===== src/core/canfd_dma_tdc_defines.svh =====
// constants for the dma trigger, delay compensation and mode timing block
// assumes one channel; included by bare name, definitions only
`ifndef CANFD_DMA_TDC_DEFINES_SVH
`define CANFD_DMA_TDC_DEFINES_SVH

// ------------------------------
// dma sources and targets
// ------------------------------
`define RX_SRC_NUM        9
`define TX_TGT_NUM        3
`define TX_TRX            0
`define TX_TX_QUEUE_ZERO           1
`define TX_TX_QUEUE_THREE           2
`define TXQ_PAYLOAD_WORDS 5'd16

// ------------------------------
// delay compensation
// ------------------------------
`define TDC_MAX_BITS      15'd6
`define SSP_OFFSET_PLUS   16'd1
`define RX_SYNC_LAT       15'd2
`define RESULT_MAX        15'd255

// ------------------------------
// mode transition limits (core_clk cycles, nominal bits or frames)
// ------------------------------
`define GLB_STOP_RST_CLK    4'd3
`define GLB_RST_RUN_CLK     4'd10
`define GLB_TEST_RUN_CLK    4'd3
`define GLB_TO_RST_BITS     4'd2
`define GLB_RUN_TEST_FRAMES 4'd3
`define CH_STOP_RST_CLK     4'd3
`define CH_RST_HALT_BITS    4'd3
`define CH_TO_COMM_BITS     4'd4
`define CH_HALT_RST_BITS    4'd2
`define CH_COMM_RST_BITS    4'd3
`define CH_COMM_HALT_FRAMES 4'd2
`define MODE_AFTER_RESET    2'h3

`endif


===== src/core/canfd_dma_tdc_pkg.sv =====
// types shared by the dma trigger / delay compensation block
// assumes the defines header for all numeric constants
package canfd_dma_tdc_pkg;

   // run = operation/communication, hold = test/halt
   typedef enum logic [1:0] {
      MODE_RUN   = 2'h0,
      MODE_RESET = 2'h1,
      MODE_HOLD  = 2'h2,
      MODE_STOP  = 2'h3
   } mode_e;

   typedef enum logic [1:0] {
      UNIT_CLK   = 2'h0,
      UNIT_BIT   = 2'h1,
      UNIT_FRAME = 2'h2
   } wait_unit_e;

   typedef struct packed {
      logic       legal;
      wait_unit_e unit;
      logic [3:0] limit;
   } wait_s;

   typedef struct packed {
      logic       trxfifo_dma_enable;
      logic [7:0] rxfifo_dma_enable;
   } rx_dma_enable_s;

   typedef struct packed {
      logic txq_three_dma_enable;
      logic txq_zero_dma_enable;
      logic trxfifo_dma_enable;
   } tx_dma_enable_s;

   typedef struct packed {
      logic [2:0] tx_active;
      logic       trxfifo_dma_active;
      logic [7:0] rxfifo_dma_active;
   } dma_status_s;

   typedef struct packed {
      logic       delay_comp_enable;
      logic       offset_only_select;
      logic [7:0] ssp_offset;
   } fd_config_s;

endpackage


===== src/core/canfd_dma_tdc_mode_timing.sv =====
// dma triggers, transmitter delay compensation and mode timing, one channel
// assumes fifo status and dma strobes on core_clk; can_rx is an async pin
//
// How it works
// - Dma request per rx fifo, trx fifo and tx queues 0, 3.
// - Rx request: dma enabled and unread message present.
// - Trx fifo pointer advances after a full payload.
// - Tx queue pointer advances after 64 bytes; dma pads.
// - Dma active status holds until transfer end.
// - Storage continues while dma is off.
// - Compensation only when enabled; offset and select set ssp.
// - Select 0: ssp is delay plus offset, rounded to tq.
// - Select 1: ssp from offset, rounded when prescaler nonzero.
// - Offset-only ssp is offset plus one.
// - Loop delays up to six data bits handled.
// - Result in clocks from fdf/res edge to can_rx fall, updated at the fall with select 0.
// - Violation flag sets beyond six data bits.
// - Global stop/reset 3 clocks, reset to test/run 10, test to run 3.
// - Global to reset within 2 bits, run to test within 3 frames.
// - Channel transitions meet clock, bit or frame limits.
// - Error interrupt on violation flag with its enable.
`timescale 1ns/1ns
`default_nettype none
`include "canfd_dma_tdc_defines.svh"

module canfd_dma_tdc_mode_timing
   import canfd_dma_tdc_pkg::*;
(
   // clock and reset
   input  wire logic                   core_clk,
   input  wire logic                   rst,
   // receive dma
   input  wire rx_dma_enable_s         rx_dma_enable_reg,
   input  wire logic [`RX_SRC_NUM-1:0] rx_unread,
   input  wire logic [`RX_SRC_NUM-1:0] rx_dma_ack,
   input  wire logic [`RX_SRC_NUM-1:0] rx_dma_done,
   output logic [`RX_SRC_NUM-1:0]      rx_dma_req,
   // receive storage
   input  wire logic [`RX_SRC_NUM-1:0] rx_fifo_on,
   input  wire logic [`RX_SRC_NUM-1:0] rx_msg_arrive,
   output logic [`RX_SRC_NUM-1:0]      rx_store_strobe,
   // transmit dma
   input  wire tx_dma_enable_s         tx_dma_enable_reg,
   input  wire logic [2:0]             trxfifo_payload_size,
   input  wire logic [`TX_TGT_NUM-1:0] tx_space,
   input  wire logic [`TX_TGT_NUM-1:0] tx_word_wr,
   input  wire logic [`TX_TGT_NUM-1:0] tx_dma_done,
   output logic [`TX_TGT_NUM-1:0]      tx_dma_req,
   output logic [`TX_TGT_NUM-1:0]      tx_ptr_advance,
   output dma_status_s                 dma_status_reg,
   // delay compensation
   input  wire fd_config_s             fd_config_reg,
   input  wire logic [7:0]             data_prescaler,
   input  wire logic [11:0]            data_bit_clocks,
   input  wire logic                   fdf_res_edge,
   input  wire logic                   can_rx,
   input  wire logic                   violation_clear,
   input  wire logic                   delay_comp_violation_irq_en,
   output logic [15:0]                 secondary_sample_point,
   output logic [7:0]                  delay_comp_result,
   output logic                        delay_comp_violation,
   output logic                        channel_error_irq,
   // mode control
   input  wire logic [15:0]            nominal_bit_clocks,
   input  wire logic                   frame_end,
   input  wire logic                   bus_idle,
   input  wire mode_e                  global_mode_req,
   input  wire logic                   global_req_valid,
   input  wire mode_e                  channel_mode_req,
   input  wire logic                   channel_req_valid,
   output mode_e                       global_mode,
   output logic                        global_busy,
   output mode_e                       channel_mode,
   output logic                        channel_busy
);

   // ------------------------------
   // helpers
   // ------------------------------
   function automatic logic [4:0] payload_words(input logic [2:0] size);
      unique case (size)
         3'h0: payload_words = 5'd2;
         3'h1: payload_words = 5'd3;
         3'h2: payload_words = 5'd4;
         3'h3: payload_words = 5'd5;
         3'h4: payload_words = 5'd6;
         3'h5: payload_words = 5'd8;
         3'h6: payload_words = 5'd12;
         3'h7: payload_words = 5'd16;
      endcase
   endfunction

   // round to the nearest multiple of one time quantum
   function automatic logic [15:0] round_tq(input logic [15:0] x,
                                            input logic [7:0]  presc);
      logic [15:0] tq;
      tq       = {8'h00, presc} + 16'd1;
      round_tq = ((x + (tq >> 1)) / tq) * tq;
   endfunction

   // ------------------------------
   // dma request and progress tracking
   // ------------------------------
   logic [`RX_SRC_NUM-1:0]   rx_req_next;
   logic [`RX_SRC_NUM-1:0]   store_next;
   logic [`TX_TGT_NUM-1:0]   tx_en;
   logic [`TX_TGT_NUM-1:0]   tx_req_next;
   logic [`TX_TGT_NUM-1:0]   adv_next;
   dma_status_s              status_next;
   logic [`TX_TGT_NUM-1:0][4:0] word_cnt_reg;
   logic [`TX_TGT_NUM-1:0][4:0] word_cnt_next;
   logic [4:0]               target_words;

   always_comb begin
      rx_req_next = rx_dma_enable_reg & rx_unread;
      store_next  = rx_msg_arrive & rx_fifo_on;
      tx_en       = {tx_dma_enable_reg.txq_three_dma_enable,
                     tx_dma_enable_reg.txq_zero_dma_enable,
                     tx_dma_enable_reg.trxfifo_dma_enable};
      tx_req_next = tx_en & tx_space;
      // a new access wins over transfer end in the same cycle
      status_next.rxfifo_dma_active  = rx_dma_ack[7:0] |
         (dma_status_reg.rxfifo_dma_active & ~rx_dma_done[7:0]);
      status_next.trxfifo_dma_active = rx_dma_ack[8] |
         (dma_status_reg.trxfifo_dma_active & ~rx_dma_done[8]);
      status_next.tx_active = tx_word_wr |
         (dma_status_reg.tx_active & ~tx_dma_done);
      for (int i = 0; i < `TX_TGT_NUM; i++) begin
         target_words = (i == `TX_TRX) ? payload_words(trxfifo_payload_size)
                                       : `TXQ_PAYLOAD_WORDS;
         adv_next[i]      = tx_word_wr[i] &&
                            (word_cnt_reg[i] + 5'd1 == target_words);
         word_cnt_next[i] = adv_next[i]   ? 5'd0 :
                            tx_word_wr[i] ? word_cnt_reg[i] + 5'd1 :
                                            word_cnt_reg[i];
      end
   end

   always_ff @(posedge core_clk or posedge rst) begin
      if (rst) begin
         rx_dma_req      <= '0;
         rx_store_strobe <= '0;
         tx_dma_req      <= '0;
         tx_ptr_advance  <= '0;
         dma_status_reg  <= '0;
         word_cnt_reg    <= '0;
      end else begin
         rx_dma_req      <= rx_req_next;
         rx_store_strobe <= store_next;
         tx_dma_req      <= tx_req_next;
         tx_ptr_advance  <= adv_next;
         dma_status_reg  <= status_next;
         word_cnt_reg    <= word_cnt_next;
      end
   end

   // ------------------------------
   // can_rx synchroniser
   // ------------------------------
   logic rx_s1_reg;
   logic rx_s2_reg;
   logic rx_s3_reg;

   always_ff @(posedge core_clk or posedge rst) begin
      if (rst) begin
         rx_s1_reg <= 1'b1;
         rx_s2_reg <= 1'b1;
         rx_s3_reg <= 1'b1;
      end else begin
         rx_s1_reg <= can_rx;
         rx_s2_reg <= rx_s1_reg;
         rx_s3_reg <= rx_s2_reg;
      end
   end

   // ------------------------------
   // delay measurement and secondary sample point
   // ------------------------------
   logic        meas_on_reg;
   logic        meas_on_next;
   logic [14:0] meas_cnt_reg;
   logic [14:0] meas_cnt_next;
   logic [14:0] delay_reg;
   logic [14:0] delay_next;
   logic [7:0]  result_next;
   logic        viol_next;
   logic        irq_next;
   logic [15:0] ssp_next;
   logic [14:0] max_delay;
   logic [14:0] seen_delay;
   logic        rx_fall;
   logic        measuring_mode;

   always_comb begin
      measuring_mode = fd_config_reg.delay_comp_enable &&
                       !fd_config_reg.offset_only_select;
      rx_fall      = rx_s3_reg && !rx_s2_reg;
      // sync latency is taken back out of the raw count
      seen_delay   = (meas_cnt_reg > `RX_SYNC_LAT) ? meas_cnt_reg - `RX_SYNC_LAT : 15'd0;
      max_delay    = `TDC_MAX_BITS * {3'h0, data_bit_clocks};
      meas_on_next = meas_on_reg;
      meas_cnt_next = meas_cnt_reg;
      delay_next   = delay_reg;
      result_next  = delay_comp_result;
      viol_next    = delay_comp_violation;
      if (violation_clear) begin
         viol_next = 1'b0;
      end
      if (fdf_res_edge && measuring_mode) begin
         meas_on_next  = 1'b1;
         meas_cnt_next = 15'd0;
      end else if (meas_on_reg) begin
         if (rx_fall) begin
            meas_on_next = 1'b0;
            delay_next   = seen_delay;
            result_next  = (seen_delay > `RESULT_MAX) ? 8'hff : seen_delay[7:0];
         end else if (seen_delay > max_delay) begin
            meas_on_next = 1'b0;
            viol_next    = 1'b1;
         end else begin
            meas_cnt_next = meas_cnt_reg + 15'd1;
         end
      end
      if (!fd_config_reg.delay_comp_enable) begin
         ssp_next = 16'd0;
      end else if (fd_config_reg.offset_only_select) begin
         ssp_next = {8'h00, fd_config_reg.ssp_offset} + `SSP_OFFSET_PLUS;
         if (data_prescaler != 8'h00) begin
            ssp_next = round_tq(ssp_next, data_prescaler);
         end
      end else begin
         ssp_next = round_tq({1'b0, delay_reg} + {8'h00, fd_config_reg.ssp_offset},
                             data_prescaler);
      end
      irq_next = viol_next && delay_comp_violation_irq_en;
   end

   always_ff @(posedge core_clk or posedge rst) begin
      if (rst) begin
         meas_on_reg            <= 1'b0;
         meas_cnt_reg           <= 15'd0;
         delay_reg              <= 15'd0;
         delay_comp_result      <= 8'h00;
         delay_comp_violation   <= 1'b0;
         channel_error_irq      <= 1'b0;
         secondary_sample_point <= 16'd0;
      end else begin
         meas_on_reg            <= meas_on_next;
         meas_cnt_reg           <= meas_cnt_next;
         delay_reg              <= delay_next;
         delay_comp_result      <= result_next;
         delay_comp_violation   <= viol_next;
         channel_error_irq      <= irq_next;
         secondary_sample_point <= ssp_next;
      end
   end

   // ------------------------------
   // nominal bit tick
   // ------------------------------
   // single channel, so it is also the slowest one for global limits
   logic [15:0] bit_cnt_reg;
   logic [15:0] bit_cnt_next;
   logic        bit_tick_reg;
   logic        bit_tick_next;

   always_comb begin
      bit_tick_next = (bit_cnt_reg + 16'd1 >= nominal_bit_clocks);
      bit_cnt_next  = bit_tick_next ? 16'd0 : bit_cnt_reg + 16'd1;
   end

   always_ff @(posedge core_clk or posedge rst) begin
      if (rst) begin
         bit_cnt_reg  <= 16'd0;
         bit_tick_reg <= 1'b0;
      end else begin
         bit_cnt_reg  <= bit_cnt_next;
         bit_tick_reg <= bit_tick_next;
      end
   end

   // ------------------------------
   // mode sequencers
   // ------------------------------
   mode_sequencer #(.IS_GLOBAL(1'b1)) global_seq (
      .core_clk  (core_clk),
      .rst       (rst),
      .mode_req  (global_mode_req),
      .req_valid (global_req_valid),
      .bit_tick  (bit_tick_reg),
      .frame_end (frame_end),
      .bus_idle  (bus_idle),
      .mode_now  (global_mode),
      .busy      (global_busy)
   );

   mode_sequencer #(.IS_GLOBAL(1'b0)) channel_seq (
      .core_clk  (core_clk),
      .rst       (rst),
      .mode_req  (channel_mode_req),
      .req_valid (channel_req_valid),
      .bit_tick  (bit_tick_reg),
      .frame_end (frame_end),
      .bus_idle  (bus_idle),
      .mode_now  (channel_mode),
      .busy      (channel_busy)
   );

endmodule // canfd_dma_tdc_mode_timing
`default_nettype wire


===== src/core/mode_sequencer.sv =====
// global or channel mode sequencer with bounded transition times
// assumes bit_tick and frame_end are one-cycle pulses on core_clk
`timescale 1ns/1ns
`default_nettype none
`include "canfd_dma_tdc_defines.svh"

module mode_sequencer
   import canfd_dma_tdc_pkg::*;
#(
   parameter bit IS_GLOBAL = 1'b0
) (
   // clock and reset
   input  wire logic  core_clk,
   input  wire logic  rst,
   // mode request
   input  wire mode_e mode_req,
   input  wire logic  req_valid,
   // time bases
   input  wire logic  bit_tick,
   input  wire logic  frame_end,
   input  wire logic  bus_idle,
   // status
   output mode_e      mode_now,
   output logic       busy
);

   // ------------------------------
   // transition table
   // ------------------------------
   function automatic wait_s lookup(input mode_e from, input mode_e to);
      wait_s w;
      w = '{legal: 1'b1, unit: UNIT_CLK, limit: 4'd2};
      if (from == to) begin
         w.legal = 1'b0;
      end else if ((from == MODE_STOP) != (to == MODE_STOP)) begin
         if (from == MODE_RESET || to == MODE_RESET) begin
            w.limit = IS_GLOBAL ? `GLB_STOP_RST_CLK : `CH_STOP_RST_CLK;
         end else begin
            w.legal = 1'b0;
         end
      end else if (from == MODE_RESET) begin
         w.unit  = IS_GLOBAL ? UNIT_CLK : UNIT_BIT;
         w.limit = IS_GLOBAL ? `GLB_RST_RUN_CLK :
                   (to == MODE_HOLD ? `CH_RST_HALT_BITS : `CH_TO_COMM_BITS);
      end else if (to == MODE_RESET) begin
         w.unit  = UNIT_BIT;
         w.limit = IS_GLOBAL ? `GLB_TO_RST_BITS :
                   (from == MODE_HOLD ? `CH_HALT_RST_BITS : `CH_COMM_RST_BITS);
      end else if (to == MODE_RUN) begin
         w.unit  = IS_GLOBAL ? UNIT_CLK : UNIT_BIT;
         w.limit = IS_GLOBAL ? `GLB_TEST_RUN_CLK : `CH_TO_COMM_BITS;
      end else begin
         w.unit  = UNIT_FRAME;
         w.limit = IS_GLOBAL ? `GLB_RUN_TEST_FRAMES : `CH_COMM_HALT_FRAMES;
      end
      return w;
   endfunction

   // ------------------------------
   // sequencer state
   // ------------------------------
   mode_e      target_reg;
   mode_e      target_next;
   mode_e      mode_next;
   wait_unit_e unit_reg;
   wait_unit_e unit_next;
   logic [3:0] cnt_reg;
   logic [3:0] cnt_next;
   logic       busy_next;
   wait_s      w;
   logic       event_hit;

   // counting limit-1 events keeps us inside the limit: first bit
   // tick or frame end can come as late as one unit after the request
   always_comb begin
      w           = lookup(mode_now, mode_req);
      target_next = target_reg;
      unit_next   = unit_reg;
      cnt_next    = cnt_reg;
      busy_next   = busy;
      mode_next   = mode_now;
      unique case (unit_reg)
         UNIT_CLK:   event_hit = 1'b1;
         UNIT_BIT:   event_hit = bit_tick;
         UNIT_FRAME: event_hit = frame_end;
         default:    event_hit = 1'b1;
      endcase
      if (!busy) begin
         if (req_valid && w.legal) begin
            target_next = mode_req;
            unit_next   = w.unit;
            cnt_next    = w.limit - 4'd1;
            busy_next   = 1'b1;
         end
      end else if ((unit_reg == UNIT_FRAME && bus_idle) ||
                   (event_hit && cnt_reg == 4'd1)) begin
         mode_next = target_reg;
         busy_next = 1'b0;
      end else if (event_hit) begin
         cnt_next = cnt_reg - 4'd1;
      end
   end

   always_ff @(posedge core_clk or posedge rst) begin
      if (rst) begin
         target_reg <= mode_e'(`MODE_AFTER_RESET);
         unit_reg   <= UNIT_CLK;
         cnt_reg    <= 4'd0;
         busy       <= 1'b0;
         mode_now   <= mode_e'(`MODE_AFTER_RESET);
      end else begin
         target_reg <= target_next;
         unit_reg   <= unit_next;
         cnt_reg    <= cnt_next;
         busy       <= busy_next;
         mode_now   <= mode_next;
      end
   end

endmodule // mode_sequencer
`default_nettype wire


===== config.mk =====
export PLATFORM = sky130hd
export DESIGN_NAME = canfd_dma_tdc_mode_timing
export DESIGN_NICKNAME = d
export VERILOG_FILES = /design/src/core/canfd_dma_tdc_pkg.sv /design/src/core/canfd_dma_tdc_mode_timing.sv /design/src/core/mode_sequencer.sv
export VERILOG_INCLUDE_DIRS = /design/src /design/src/core
export SDC_FILE = /design/constraint.sdc
export NUM_CORES = 1
export LEC_CHECK = 0
export BUFFER_PORTS_ARGS = -buffer_cell sky130_fd_sc_hd__buf_2
export CAP_MARGIN = 20
export CORE_UTILIZATION = 55
export CTS_CLUSTER_SIZE = 25
export DETAILED_ROUTE_END_ITERATION = 8
export GPL_TIMING_DRIVEN = 0
export HOLD_SLACK_MARGIN = 0.12
export PLACE_DENSITY = 0.74
export SYNTH_ARGS = -nofsm -noshare
export SYNTH_HDL_FRONTEND = slang
export SYNTH_SLANG_ARGS = --single-unit

===== constraint.sdc =====
create_clock -name core_clk -period 45.2 [get_ports core_clk]
set_input_delay 4.52 -clock core_clk [delete_from_list [all_inputs] [get_ports core_clk]]
set_output_delay 4.52 -clock core_clk [all_outputs]
set_load 0.03 [all_outputs]

## Yosys cells after proc, flatten, opt, wreduce, memory -nomap -nowiden

Memory sizes are Yosys's and may differ from the RTL's.
Cells that the tools add are included.
W data, S select, Z words.

| storage, ports and cells | value |
|---|---|
| register bits after elaboration | 150 |
| bits in read-only memories | 40 |
| bits of input ports | 129 |
| memories | 1 |

Memory list:

| name | depth | width | rd ports | clocked after memory_dff | write ports | line | text |
|---|---|---|---|---|---|---|---|
| (name not given) | 8 | 5 | 1 | 0 | 0 | canfd_dma_tdc_mode_timing.sv:81 | `unique case (size)` |

| cells by class | value |
|---|---|
| $add $sub $neg | 15 |
| multipliers | 3 |
| divide/modulo/power cells | 2 |
| magnitude comparators | 4 |
| equal/unequal tests | 29 |
| multiplexer cells | 63 |
| bitwise gates (word level) | 15 |
| reductions and logical operators | 36 |

Operators with widths:

| operator | number |
|---|---|
| $mux W15 | 5 |
| $mux W16 | 4 |
| $mux W6 | 8 |
| $mux W4 | 10 |
| $div A16 B16 Y16 | 2 |
| $mux W5 | 6 |
| $mux W1 | 24 |
| $add A8 B1 Y9 const B | 2 |
| $and A9 B9 Y9 | 2 |
| $add A15 B8 Y16 | 1 |
| $add A16 B1 Y16 const B | 1 |
| $add A16 B8 Y16 | 1 |
| $add A9 B15 Y16 | 1 |
| $eq A2 B2 Y1 const B | 8 |
| $ge A16 B16 Y1 | 1 |
| $mul A16 B16 Y16 | 1 |
| $mul A16 B9 Y16 | 1 |
| $sub A4 B1 Y4 const B | 4 |
| $add A15 B1 Y15 const B | 1 |
| $add A5 B1 Y5 const B | 3 |
| $gt A15 B15 Y1 | 1 |
| $gt A15 B2 Y1 const B | 1 |
| $gt A15 B8 Y1 const B | 1 |
| $sub A15 B2 Y15 const B | 1 |
| other kinds (30) | 77 |

## Longest topological paths before layout

| depth | value |
|---|---|
| depth in word-level cells | 9 |
| mapped depth | 190 |

## Hierarchy

From an unflattened synthesis, not the netlist that was laid out.

| unflattened totals | value |
|---|---|
| cells, all modules | 3219 |
| area, all modules | 26171.4 sq um |

By module, submodules not included:

| module | instances | cells an instance | area an instance (sq um) |
|---|---|---|---|
| canfd_dma_tdc_mode_timing | 1 | 3080 | 24787.5 |
| mode_sequencer at channel_seq | 1 | 73 | 704.4 |
| mode_sequencer at global_seq | 1 | 66 | 679.4 |

## Worst setup path before layout

Ideal clock, no wire load.

| timing | value |
|---|---|
| kind | input to register |
| start point | input data_prescaler[0] |
| end point | register secondary_sample_point[15] |
| library setup time | 119 ps |
| data arrival time | 40989 ps |
| slack | 4092 ps |
| cell stages on the path | 175 |
| buffers on the path | 12 |
| path through | ha_1 -> buf_2 -> xnor2_1 -> inv_1 -> clkbuf_1 -> fa_1 -> ha_1 -> fa_1 -> a21oi_1 -> o211a_1 -> nor3_1 -> ha_1 -> a31oi_1 -> a21oi_1 -> ha_1 -> o21a_1 -> nor2_1 -> nor3_2 -> (+139 left out) -> nand3_2 -> nand2_1 -> fa_1 -> fa_1 -> fa_1 -> fa_1 -> inv_1 -> ha_1 -> a21oi_1 -> o21bai_1 -> a21oi_1 -> o21bai_1 -> a21oi_1 -> o21bai_1 -> a21oi_1 -> xnor2_1 -> o22ai_1 -> and2_1 |

| on the way | value |
|---|---|
| longest elaborated chain between the ends | 7 |
| elaborated cells on any way between the ends | 11 |
| those cells by class | add/sub: 3; mul: 2; div: 2; mux: 3; reduce/logical: 1 |

RTL lines:

| item | line | text |
|---|---|---|
| start, declared | canfd_dma_tdc_mode_timing.sv:53 | `input wire logic [7:0] data_prescaler,` |
| $add A8 B1 Y9 | canfd_dma_tdc_mode_timing.sv:97 | `tq = {8'h00, presc} + 16'd1;` |
| $add A9 B15 Y16 | canfd_dma_tdc_mode_timing.sv:98 | `round_tq = ((x + (tq >> 1)) / tq) * tq;` |
| $div A16 B16 Y16 | canfd_dma_tdc_mode_timing.sv:98 |  |
| $mul A16 B16 Y16 | canfd_dma_tdc_mode_timing.sv:98 |  |
| $mux W16 | canfd_dma_tdc_mode_timing.sv:228 | `if (data_prescaler != 8'h00) begin` |
| $mux W16 (*) | canfd_dma_tdc_mode_timing.sv:226 | `end else if (fd_config_reg.offset_only_select) begin` |
| $mux W16 (*) | canfd_dma_tdc_mode_timing.sv:224 | `if (!fd_config_reg.delay_comp_enable) begin` |
| via ssp_next[15] | canfd_dma_tdc_mode_timing.sv:188 | `logic [15:0] ssp_next;` |
| end signal, assigned | canfd_dma_tdc_mode_timing.sv:254 | `secondary_sample_point <= ssp_next;` |
| end, declared | canfd_dma_tdc_mode_timing.sv:59 | `output logic [15:0] secondary_sample_point,` |

The timed path passes the listed nets; every way through them passes the cells marked *.
A chain may end at the register's enable or synchronous reset.

## Final worst setup path

Ends and elaborated chain as after synthesis.

==> flow_metrics.py <==
metrics = {
    "run_status": {
        "status": "finished, violations left",
        "violations": "DRC",
    },
    "route": {
        "wl_um": 74200,
        "wl_met1_um": 31900,
        "drt-initial-drc-count": 1714,
        "firstDrtPassIters": 8,
        "postRouteAntennaNets": 0,
        "met2_length_um": 34200,
        "vias": 24722,
        "wl_met3_um": 5570,
        "route.detailed.drc": 10,
        "vias_per_cell": 6.10,
        "top_layer_used": "met5",
        "wl_per_cell_um": 18.3,
    },
    "setup_path": {
        "critPathMaxStageDelay_ns": 0.66,
        "cp.arrival_ns": 43.31,
        "criticalPathCategory": "in -> reg",
        "cp_max_fo": 37,
        "crit_top_cell": "o21a_1",
        "crit_family": "compound AO/OA/AOI/OAI gates",
        "cp-start-kind": "primary input",
        "required_ns": 45.55,
        "crit_slowest_cell": "clkbuf_1",
        "path_buf_inv": 15,
        "cp-end-kind": "flip-flop",
    },
    "yosys": {
        "synth_seq_area_share_pct": 14.4,
        "async_flop_share_pct": 100,
        "synth_top_flop_cell": "dfrtp_1",
        "synth_warnings": 0,
        "synth_cells": 3186,
        "ys_ff_latch": 150,
        "synth_area_per_cell_um2": 8.22,
        "yosysUniqueCellTypes": 112,
        "syn_area_um2": 26200,
        "synth_edf_count": 0,
    },
    "clock_network": {
        "htreeDepth": 4,
        "numCtsBuffers": 17,
        "cts_root_buf": "clkbuf_16",
        "clk_path_buf_depth": 2,
        "postCtsHoldBufs": 0,
        "path_clk_slew_ns": 0.08,
        "cts_sinks": 150,
        "clk_latency_ns": 0.48,
        "cts_tree": "yes",
    },
    "timing": {
        "hold_viol": 0,
        "period_share_pct": 95.1,
        "tightest_slew_ns": 1.01,
        "finalSetupTns_ns": 0,
        "fin_hold_ws_ns": 0.359,
        "clock.fmax_ghz": 0.0233,
        "slew_violations": 0,
        "setup_viol": 0,
        "maxSlewHeadroom_pct": 32.0,
        "fin_ws_ns": 2.24,
        "finalCriticalPeriod_ns": 42.96,
        "skew_ns": 0.0182,
    },
    "grt": {
        "grt_use_total_pct": 30.6,
        "grt_overflow_total": 0,
        "antenna_found_initial": 6,
        "grt_pass1_wl_um": 119000,
        "grt_pass1_vias": 23870,
        "grt_max_degree": 78,
    },
    "floorplanning": {
        "start_util_pct": 56.0,
        "core_area_um2": 46800,
        "ios": 197,
        "die_area_um2": 48500,
        "die_w_um": 220,
        "die-height_um": 220,
        "rows": 79,
    },
    "cells_and_area": {
        "area_delta_synth_final_pct": 12.4,
        "final_common_cell": "ha_1",
        "post-route-cell-area_um2": 29400,
        "layout_common_cells": "ha_1, nand2_1, inv_1",
        "fin_nets": 4050,
        "drive_gt1_share_pct": 15.4,
    },
    "min_path": {
        "hold_path.class": "reg -> reg",
    },
    "placement": {
        "dp_slack_ns": -3.57,
        "dpl_cell_area_um2": 28200,
        "portBuffers": 189,
        "dp_hpwl_um": 59400,
        "place.gp.congestion": 0.954,
    },
    "run": {
        "max_cap_violations": 0,
    },
}
synthesized netlist by cell type (15+ instances only):
master / number / share of area, %
o31ai_1: 33 / 0.95
xnor2_1: 130 / 4.3
mux2i_1: 26 / 0.99
o21ai_0: 137 / 2.6
o21a_1: 103 / 3.0
xor2_1: 67 / 2.2
o22ai_1: 15 / 0.36
a31oi_1: 26 / 0.62
a21o_1: 103 / 3.0
dfrtp_1: 139 / 13
nand3_1: 69 / 1.3
o211ai_1: 31 / 0.89
nor4_1: 18 / 0.43
mux2_2: 73 / 3.1
o21bai_1: 22 / 0.63
nand2_1: 289 / 4.1
inv_1: 283 / 4.1
nor2b_1: 49 / 1.2
clkbuf_1: 65 / 0.93
a21oi_1: 163 / 3.1
nand2b_1: 44 / 1.1
or2_2: 26 / 0.62
and2_1: 56 / 1.3
nand4_1: 21 / 0.50
fa_1: 145 / 11
nor2_1: 265 / 3.8
ha_1: 348 / 17
and3_1: 19 / 0.45
nor3_1: 112 / 2.1
or3_1: 37 / 0.88
final cells by class:
type	count	area (um^2)
antenna	4	10.0
buffer	77	368
clock buffer	17	425
clock inverter	15	176
fill	4066	17300
inverter	287	1090
multi-input combinational	2670	21400
sequential	150	3770
tap	607	759
timing repair buffer	225	1410
stage by stage:
stage | cells | utilization [%]
floorplan | 3190 | -
global placement | 3986 | 59.7
detailed placement | 4000 | 60.3
finish | 4052 | 63.0
CTS | 4034 | 61.9
global route | 4052 | 63.0
timing repair:
item,CTS,global route
setup endpoints to repair,14,14
gates resized for setup,35,97
setup buffers,3,17
cloned,0,0
pin swaps,2,8
path summary, 6_finish.rpt:
path,startpoint,end,slack [ns],cells after the start
max in group asynchronous,rst,rx_s3_reg,40.19,3
max reg2reg,delay_reg[1],secondary_sample_point[15],7.57,172
min reg2reg,rx_s1_reg,rx_s2_reg,0.36,0
min,rx_s1_reg,rx_s2_reg,0.36,0
max,data_prescaler[0],secondary_sample_point[15],2.24,177
min in group asynchronous,rst,dma_status_reg[11],4.17,2
layer usage:
metal / track usage (%) / vias up
li1: - / 11786
met1: 40.6 / 11863
met2: 49.8 / 887
met3: 4.99 / 182
met4: 11.8 / 4
met5: 0 / -
logic make-up after synthesis:
group | synth area share (%)
compound gates | 21.0
xor+xnor | 6.65
fa+ha+maj | 27.8
buf+inv | 5.42
flops | 14.4
mux | 4.35
other cells | 0.0143
simple gates | 20.4
Power is not shown: default switching activity piles up to over one toggle a cycle in this logic, so the estimate is an artifact.
